--- config.mk ---
export PLATFORM = sky130hd
export DESIGN_NAME = fsq_fetch_sequencer
export DESIGN_NICKNAME = d
export VERILOG_FILES = /design/src/core/fsq_pkg.sv /design/src/core/fsq_fetch_sequencer.sv
export VERILOG_INCLUDE_DIRS = /design/src /design/src/core
export SDC_FILE = /design/constraint.sdc
export NUM_CORES = 1
export LEC_CHECK = 0
export ABC_CLOCK_PERIOD_IN_PS = 5000
export BUFFER_PORTS_ARGS = -buffer_cell sky130_fd_sc_hd__buf_2
export CORE_ASPECT_RATIO = 0.5
export CORE_UTILIZATION = 40
export CTS_BUF_LIST = sky130_fd_sc_hd__clkbuf_8
export CTS_CLUSTER_DIAMETER = 40
export CTS_CLUSTER_SIZE = 25
export DETAILED_ROUTE_END_ITERATION = 10
export PLACE_DENSITY_LB_ADDON = 0.15
export REMOVE_ABC_BUFFERS = 1
export SYNTH_ARGS = -nofsm -noshare
export SYNTH_HDL_FRONTEND = slang
export SYNTH_SLANG_ARGS = --single-unit
export TNS_END_PERCENT = 10
--- constraint.sdc ---
create_clock -name ref_clk -period 5 [get_ports ref_clk]
set_input_delay 0.5 -clock ref_clk [delete_from_list [all_inputs] [get_ports ref_clk]]
set_output_delay 0.5 -clock ref_clk [all_outputs]
set_load 0.01 [all_outputs]
--- src/core/fsq_regs.svh ---
`ifndef FSQ_REGS_SVH
`define FSQ_REGS_SVH

`define FSQ_CHARS 12
`define FSQ_CHAR_BITS 7
`define FSQ_INSTR_CHARS 6
`define FSQ_SLOTS 10
`define FSQ_CHANNELS 100
`define FSQ_LAST_CHAR 4'hb
`define FSQ_LAST_SLOT 4'h9
`define FSQ_XS3_BIAS 4'h3
`define FSQ_DIGIT_TEN 4'ha
`define FSQ_ZERO_NUMERIC 4'h3
`define FSQ_ZERO_ZONE 2'h0
`define FSQ_CHAN_DIGIT_HI 3
`define FSQ_CHAN_DIGIT_LO 4
`define FSQ_TS_DIGIT 5
`define FSQ_RIGHT_BASE 6
`define FSQ_CHAN_WEIGHT 7'h0a

`endif

--- src/core/fsq_pkg.sv ---
`include "fsq_regs.svh"

package fsq_pkg;

	typedef struct packed {
		logic check;
		logic [1:0] zone;
		logic [3:0] numeric;
	} fsq_char_t;

	typedef enum logic [1:0] {
		FSQ_ST_ADDR = 2'b00,
		FSQ_ST_FETCH = 2'b01,
		FSQ_ST_LEFT = 2'b10,
		FSQ_ST_RIGHT = 2'b11
	} fsq_stage_t;

	typedef struct packed {
		fsq_stage_t stage;
		logic wait_period_flag;
		logic slot_match_flag;
		logic parity_error;
		logic halted;
	} fsq_status_t;

endpackage : fsq_pkg

--- src/core/fsq_fetch_sequencer.sv ---
`timescale 1ns/100ps
`include "fsq_regs.svh"

// Overview of operation
// [RULE_01] A word is twelve seven-bit characters, numbered 1 to 12 from the left.
// [RULE_02] Numeric words carry the sign in character 1; the value is a fraction.
// [RULE_03] Main storage is 100 channels of 10 words, slots numbered 0 to 9.
// [RULE_04] Words move character 12 first; numeric, zone, then check bit within each.
// [RULE_05] The same word slot reaches every channel output in the same minor cycle.
// [RULE_06] The word slot counter advances once per minor cycle, modulo ten.
// [RULE_07] A two-bit stage counter steps 00, 01, 10, 11 in fixed order.
// [RULE_08] Every stage opens with one wait minor cycle; a timing pulse then ends it.
// [RULE_09] Stage one puts the instruction counter on the bus into the pair register.
// [RULE_10] A character with an even count of ones stops the machine at next wait.
// [RULE_11] Stage one end latches characters 7-12, steps the stage and sets wait.
// [RULE_12] The fetch word address comes from counter characters 10 to 12.
// [RULE_13] In stage two the slot counter is compared with the rightmost static character.
// [RULE_14] Characters 4 and 5 select one channel, opened only on a slot match.
// [RULE_15] The slot match may come as late as the eleventh minor cycle of stage two.
// [RULE_16] On the match cycle the word enters the pair register and the counter adds one.
// [RULE_17] The counter captures its whole incremented sum before its input closes.
// [RULE_18] Stage two end latches characters 1-6 while the pair stays held.
// [RULE_19] Each word holds two six-character instructions for stages three and four.
// [RULE_20] In stage three wait the instruction drives decode; afterwards it executes.
// [RULE_21] Stage three end latches the right instruction; stage four end returns to one.
// [RULE_22] Each check bit makes the count of ones in its character odd.
// [RULE_23] After reset the stage counter is in stage one with the wait flag set.

module fsq_fetch_sequencer #(
	parameter int CHARS = `FSQ_CHARS,
	parameter int SLOTS = `FSQ_SLOTS
) (
	input wire logic ref_clk,
	input wire logic nrst,
	input wire fsq_pkg::fsq_char_t memory_out_bus,
	input wire logic exec_done,
	output logic mem_out_en,
	output logic [6:0] mem_chan_sel,
	output logic [3:0] word_slot_counter,
	output logic [3:0] char_index,
	output logic minor_end,
	output fsq_pkg::fsq_char_t main_bus_two,
	output logic main_bus_valid,
	output logic instr_execute,
	output logic [`FSQ_INSTR_CHARS*`FSQ_CHAR_BITS-1:0] decode_table_signals,
	output fsq_pkg::fsq_status_t status
);
	import fsq_pkg::*;

	// ==========================================================
	// Character helpers
	// ==========================================================

	// Decimal value of an excess-three character.
	function automatic logic [3:0] digit_val(input fsq_char_t c);
		digit_val = c.numeric - `FSQ_XS3_BIAS;
	endfunction : digit_val

	// Builds a character whose check bit gives an odd count of ones.
	function automatic fsq_char_t make_char(input logic [3:0] num, input logic [1:0] zone);
		fsq_char_t c;
		c.numeric = num;
		c.zone = zone;
		c.check = ~^{zone, num}; // RULE_22
		make_char = c;
	endfunction : make_char

	// ==========================================================
	// State
	// ==========================================================

	fsq_stage_t stage_counter;
	logic wait_period_flag;
	logic slot_match_flag;
	logic parity_error;
	logic carry;
	logic end_stage;
	logic next_slot_match;
	logic [3:0] next_slot;
	logic [3:0] cur;
	fsq_char_t next_instruction_counter [CHARS];
	fsq_char_t instruction_pair_register [CHARS];
	fsq_char_t next_pair [CHARS];
	fsq_char_t static_instruction_register [`FSQ_INSTR_CHARS];
	fsq_char_t sum_char;
	logic [3:0] sum_digit;
	logic sum_carry;
	logic [6:0] chan;

	// ==========================================================
	// Timing source
	// ==========================================================

	// Characters run 12 first, so storage index is position minus one.
	assign cur = 4'(CHARS - 1) - char_index; // RULE_04
	assign minor_end = (char_index == `FSQ_LAST_CHAR);
	assign next_slot = (word_slot_counter == `FSQ_LAST_SLOT) ? 4'h0 : word_slot_counter + 4'h1;

	always_ff @(posedge ref_clk) begin
		if (!nrst) begin
			char_index <= 4'h0;
		end else if (minor_end) begin
			char_index <= 4'h0;
		end else begin
			char_index <= char_index + 4'h1; // RULE_01
		end
	end

	// One slot count serves all channels, so every channel shows the same slot.
	always_ff @(posedge ref_clk) begin
		if (!nrst) begin
			word_slot_counter <= 4'h0;
		end else if (minor_end) begin
			word_slot_counter <= next_slot; // RULE_06 RULE_05
		end
	end

	// ==========================================================
	// Stage sequencing
	// ==========================================================

	always_comb begin
		end_stage = 1'b0;
		if (minor_end && !wait_period_flag) begin
			case (stage_counter)
				FSQ_ST_ADDR: end_stage = 1'b1; // RULE_09
				FSQ_ST_FETCH: end_stage = slot_match_flag; // RULE_15
				FSQ_ST_LEFT: end_stage = exec_done; // RULE_20
				FSQ_ST_RIGHT: end_stage = exec_done;
				default: end_stage = 1'b0;
			endcase
		end
	end

	always_ff @(posedge ref_clk) begin
		if (!nrst) begin
			stage_counter <= FSQ_ST_ADDR; // RULE_23
		end else if (end_stage) begin
			stage_counter <= fsq_stage_t'(stage_counter + 2'b01); // RULE_07 RULE_21
		end
	end

	// A pending parity error keeps the wait flag up, which freezes the machine.
	always_ff @(posedge ref_clk) begin
		if (!nrst) begin
			wait_period_flag <= 1'b1; // RULE_23
		end else if (end_stage) begin
			wait_period_flag <= 1'b1; // RULE_08 RULE_11
		end else if (minor_end && wait_period_flag && !parity_error) begin
			wait_period_flag <= 1'b0; // RULE_08 RULE_10
		end
	end

	// ==========================================================
	// Memory switch
	// ==========================================================

	assign chan = 7'(digit_val(static_instruction_register[`FSQ_CHAN_DIGIT_HI])) *
		`FSQ_CHAN_WEIGHT + 7'(digit_val(static_instruction_register[`FSQ_CHAN_DIGIT_LO]));

	always_comb begin
		next_slot_match = 1'b0;
		if (stage_counter == FSQ_ST_FETCH) begin
			if (wait_period_flag ? !parity_error : !slot_match_flag) begin
				next_slot_match = (next_slot ==
					digit_val(static_instruction_register[`FSQ_TS_DIGIT])); // RULE_13 RULE_12
			end
		end
	end

	always_ff @(posedge ref_clk) begin
		if (!nrst) begin
			slot_match_flag <= 1'b0;
		end else if (minor_end) begin
			slot_match_flag <= next_slot_match; // RULE_13
		end
	end

	always_ff @(posedge ref_clk) begin
		if (!nrst) begin
			mem_chan_sel <= 7'h0;
		end else begin
			mem_chan_sel <= chan; // RULE_14
		end
	end

	// Channel numbers past the last channel open nothing.
	assign mem_out_en = slot_match_flag && (mem_chan_sel < 7'(`FSQ_CHANNELS)); // RULE_14 RULE_03

	// ==========================================================
	// Main bus and parity check
	// ==========================================================

	assign main_bus_valid = (stage_counter == FSQ_ST_ADDR && !wait_period_flag) ||
		slot_match_flag; // RULE_09 RULE_16
	assign main_bus_two = slot_match_flag ? memory_out_bus : next_instruction_counter[cur];

	always_ff @(posedge ref_clk) begin
		if (!nrst) begin
			parity_error <= 1'b0;
		end else if (main_bus_valid && !(^main_bus_two)) begin
			parity_error <= 1'b1; // RULE_10 RULE_22
		end
	end

	// ==========================================================
	// Instruction pair register
	// ==========================================================

	always_comb begin
		next_pair = instruction_pair_register;
		if (main_bus_valid) begin
			next_pair[cur] = main_bus_two; // RULE_09 RULE_16
		end
	end

	always_ff @(posedge ref_clk) begin
		if (!nrst) begin
			for (int i = 0; i < CHARS; i++) begin
				instruction_pair_register[i] <= make_char(`FSQ_ZERO_NUMERIC, `FSQ_ZERO_ZONE);
			end
		end else begin
			instruction_pair_register <= next_pair; // RULE_18 RULE_19
		end
	end

	// ==========================================================
	// Static instruction register
	// ==========================================================

	genvar g;
	generate
		for (g = 0; g < `FSQ_INSTR_CHARS; g++) begin : g_static
			always_ff @(posedge ref_clk) begin
				if (!nrst) begin
					static_instruction_register[g] <=
						make_char(`FSQ_ZERO_NUMERIC, `FSQ_ZERO_ZONE);
				end else if (end_stage) begin
					case (stage_counter)
						FSQ_ST_ADDR: static_instruction_register[g] <=
							next_pair[g + `FSQ_RIGHT_BASE]; // RULE_11
						FSQ_ST_FETCH: static_instruction_register[g] <=
							next_pair[g]; // RULE_18
						FSQ_ST_LEFT: static_instruction_register[g] <=
							next_pair[g + `FSQ_RIGHT_BASE]; // RULE_21
						default: static_instruction_register[g] <=
							static_instruction_register[g];
					endcase
				end
			end
			assign decode_table_signals[g*`FSQ_CHAR_BITS +: `FSQ_CHAR_BITS] =
				static_instruction_register[g]; // RULE_20
		end
	endgenerate

	assign instr_execute = (stage_counter == FSQ_ST_LEFT || stage_counter == FSQ_ST_RIGHT) &&
		!wait_period_flag; // RULE_20

	// ==========================================================
	// Next-instruction counter and serial adder
	// ==========================================================

	// Adds one at character 12 and ripples the decimal carry toward character 1.
	always_comb begin
		sum_digit = digit_val(next_instruction_counter[cur]) +
			{3'h0, (char_index == 4'h0) | carry}; // RULE_16
		sum_carry = (sum_digit == `FSQ_DIGIT_TEN);
		if (sum_carry) begin
			sum_digit = 4'h0;
		end
		sum_char = make_char(sum_digit + `FSQ_XS3_BIAS, next_instruction_counter[cur].zone);
	end

	always_ff @(posedge ref_clk) begin
		if (!nrst) begin
			carry <= 1'b0;
		end else if (slot_match_flag && !minor_end) begin
			carry <= sum_carry;
		end else begin
			carry <= 1'b0;
		end
	end

	// The whole sum lands within the match cycle, so no part is lost at its end.
	always_ff @(posedge ref_clk) begin
		if (!nrst) begin
			for (int i = 0; i < CHARS; i++) begin
				next_instruction_counter[i] <= make_char(`FSQ_ZERO_NUMERIC, `FSQ_ZERO_ZONE); // RULE_02
			end
		end else if (slot_match_flag) begin
			next_instruction_counter[cur] <= sum_char; // RULE_16 RULE_17
		end
	end

	assign status = '{stage: stage_counter, wait_period_flag: wait_period_flag,
		slot_match_flag: slot_match_flag, parity_error: parity_error,
		halted: parity_error && wait_period_flag};
endmodule : fsq_fetch_sequencer

==> summary.md <==
| Metric | Value |
|---|---|
| Outcome | `finished, final reports clean` |
| CTS Hold Bufs | `0` |
| Detailed Routing Iterations Pass 1 | `5` |
| Non-Filler Instances | `1527` |
| Crit share post-route | `91.75%` |
| Cells after Synth | `1075` |
| Ys async rst share | `0%` |
| WL final | `32030 um` |
| First-pass GRT wire length | `48200 um` |
| Cells resized by post-CTS repair | `0` |
| Vias in the first global route | `7990` |
| Worst path arrival time | `4920 ps` |
| Period minus WS final | `4587 ps` |
| RSZ-0062 raised after global routing | `false` |
| Die Wd | `244.3 um` |
| CORE AREA | `28250 um^2` |
| Sink Count | `259` |
| Final Max Slew Viols | `0` |
| Worst hold path type | `in -> reg` |
| Setup crit start kind | `flip-flop` |
| Register area share after synthesis | `57.30%` |
| Yosys reg bits | `259` |
| Crit path required time | `5330 ps` |
| CTS Buf Count | `28` |
| Post-route cell area | `13110 um^2` |
| Flop pwr share | `51.8%` |
| Net Sw Frac | `28.32%` |
| RR Startpoint | `char_index[3]` |
| CP delay by family, top | `adder cells` |
| Slew @ Worst Pin | `1057 ps` |
| Syn avg cell area | `10.92 um^2` |
| TritonCTS clock tree | `yes` |
| Synth warnings | `0` |
| Commonest non-fill, non-tap cell in the layout | `edfxtp_1` |
| Final hold vios | `0` |
| Most frequent cells in the layout | `154 x edfxtp_1, 125 x nand2_1, 112 x o21ai_0` |
| Initial antenna violation count | `0` |
| Switching pwr | `1.265 mW` |
| Port Buf Inserts | `83` |
| Total GRT Usage | `21.29%` |
| Leak | `4.668 nW` |
| Count of final setup violators | `0` |
| Maximum fanout along the worst path | `17` |
| Slew headroom | `29.29%` |
| Mapped Area | `11740 um^2` |
| Yosys top cell area share | `39.39%` |
| Power Density | `340.9 nW/um^2` |
| Max Cap Viol | `0` |
| CP bufs+invs | `2` |
| Die height | `123.1 um` |
| Drc violations | `0` |
| Peak VDD IR | `0.0001801 V` |
| Worst R2R Setup Slack | `410 ps` |
| Slowest cell on crit path | `ha_1` |
| Nets@finish | `1160` |
| Maximum clock rate | `218.0 MHz` |
| Internal | `3.203 mW` |
| Placer Congestion | `0.8699` |
| H-tree levels | `1` |
| Dominant cells by area after synthesis | `edfxtp_1 39%, dfxtp_1 18%, mux4_2 5.2%` |
| Vias per cell | `5.673` |
| Detail Placement HPWL | `21620 um` |
| Std-Cell Rows | `43` |
| CP peak stage delay | `600 ps` |
| Syn-to-layout area delta | `11.68%` |
| Final Skew | `23.73 ps` |
| Initial DRC Count | `902` |
| Clock Tree Buf Depth | `3` |
| Largest area contributor in the netlist | `edfxtp_1` |
| Pin count of the biggest net entering global routing | `88` |
| Cell-by-cell trace of the critical path | `inv_1 -> ha_1 -> nand2b_1 -> o22a_1 -> o221ai_1 -> ha_1 -> clkinv_1 -> o21ai_0 -> ha_1 -> xnor2_1 -> xnor2_1 -> xnor2_1 -> xnor3_2 -> nand2_1` |
| Cell variety after synth | `61` |
| Vias | `8662` |
| Comb pwr share | `11.8%` |
| Most used DFF post-synth | `edfxtp_1` |
| Clock-pin transition on the worst setup and hold timing paths | `90 ps` |
| Antenna cell count | `0` |
| DRT antenna net count | `0` |
| Number of enable flip-flop cells after synthesis | `154` |
| Die Area | `30080 um^2` |
| Share of layout cells above drive strength 1 | `17.82%` |
| Post-CTS Setup Bufs | `0` |
| Hold Path Origin | `exec_done` |
| Drt wl/cell | `20.97 um` |
| Starting Density | `41.56%` |
| Clock power share | `36.5%` |
| Post-DP Area | `12450 um^2` |
| Setup TNS | `0 ps` |
| IO Pins | `84` |
| Final Power | `4.469 mW` |
| Grt total ovfl | `0` |
| Clk Tree Root Cell | `clkbuf_8` |
| Worst Setup Path Type | `reg -> reg` |
| Worst Setup SP | `char_index[3]` |
| Clk_lat worst skew | `610 ps` |
| CP endpoint kind | `flip-flop` |
| DP Cell Count | `1475` |
[kinds of logic after synthesis]
group,share of synthesized area (%)
compound gates,15.16
xor+xnor,2.441
fa+ha+maj,3.006
buf+inv,4.199
flops,57.30
mux,5.980
simple gates,11.92
[power by group through the flow]
stage / Combinational (mW) / Sequential, mW / Clock, mW
floorplan: 0.292 / 2.38 / 0
global placement: 0.509 / 2.36 / 0
detailed placement: 0.520 / 2.36 / 0
CTS: 0.522 / 2.31 / 1.66
global route: 0.564 / 2.32 / 1.74
finish: 0.525 / 2.31 / 1.63
[synth_stat cells (all sizes together) (2+ instances only)]
| library cell | number |
|---|---|
| a211o | 11 |
| a211oi | 2 |
| a21boi | 2 |
| a21o | 3 |
| a21oi | 67 |
| a221oi | 22 |
| a22oi | 2 |
| a311oi | 3 |
| a31o | 2 |
| a31oi | 4 |
| and2 | 14 |
| and3 | 13 |
| and4 | 2 |
| buf | 21 |
| clkbuf | 70 |
| dfxtp | 105 |
| edfxtp | 154 |
| fa | 2 |
| ha | 25 |
| inv | 29 |
| mux2 | 3 |
| mux2i | 6 |
| mux4 | 27 |
| nand2 | 125 |
| nand2b | 4 |
| nand3 | 29 |
| nand3b | 2 |
| nand4 | 13 |
| nor2 | 89 |
| nor2b | 10 |
| nor3 | 2 |
| nor3b | 2 |
| o211ai | 26 |
| o21a | 4 |
| o21ai | 119 |
| o221ai | 6 |
| o22a | 2 |
| o22ai | 6 |
| or2 | 3 |
| or3 | 3 |
| xnor2 | 23 |
| xor2 | 7 |
[area by class of cell]
class	count	area [um^2]
flip-flops and latches	259	6728
well taps	382	478.0
fillers	2607	15140
repair buffers	109	613.1
multi-input cells	695	4521
inverters	30	112.6
clock buffers	29	399.1
clock inverters	23	259.0
[state kept, by name, indices dropped and copies added, names as in the netlist]
register / flops
next_instruction_counter: 112
parity_error: 1
stage_counter: 2
carry: 1
slot_match_flag: 1
static_instruction_register: 42
char_index: 4
instruction_pair_register: 84
mem_chan_sel: 7
word_slot_counter: 4
wait_period_flag: 1
[worst paths after layout]
check,end,depth (start not counted)
worst max-delay path,next_instruction_counter[8][6],14
worst min-delay path,wait_period_flag,5
worst max register to register,next_instruction_counter[8][6],14
worst min register to register,instruction_pair_register[36],2
[per-stage QoR]
| step | setup slack [ps] | hold slack (ps) | util, % |
|---|---|---|---|
| 6_report | 412.6 | 370.2 | 46.41 |
| 5_1_grt | 135.2 | 394.7 | 46.41 |
| 4_1_cts | 505.6 | 346.7 | 46.41 |
| 3_5_place_dp | 520.5 | 446.4 | 44.08 |
| 3_3_place_gp | 679.7 | 435.8 | 44.08 |
| 2_1_floorplan | -115.2 | 426.5 | - |
[worst register-to-register path: stages (launching register included)]
cell and delay [ps]:
dfxtp_1 380, inv_1 100, ha_1 600, nand2b_1 210
o22a_1 140, o221ai_1 220, ha_1 520, clkinv_1 470
o21ai_0 460, ha_1 230, xnor2_1 140, xnor2_1 180
xnor2_1 120, xnor3_2 440, nand2_1 130
[routing by layer]
layer / vias to the layer above / part of all wire, % / global-route usage (%)
li1: 4022 / - / -
met1: 4207 / 45 / 30.54
met2: 369 / 45 / 33.03
met3: 64 / 7.9 / 4.276
met4: 0 / 2.2 / 5.469
met5: - / 0 / 0
(Power assumes the default switching activity.)
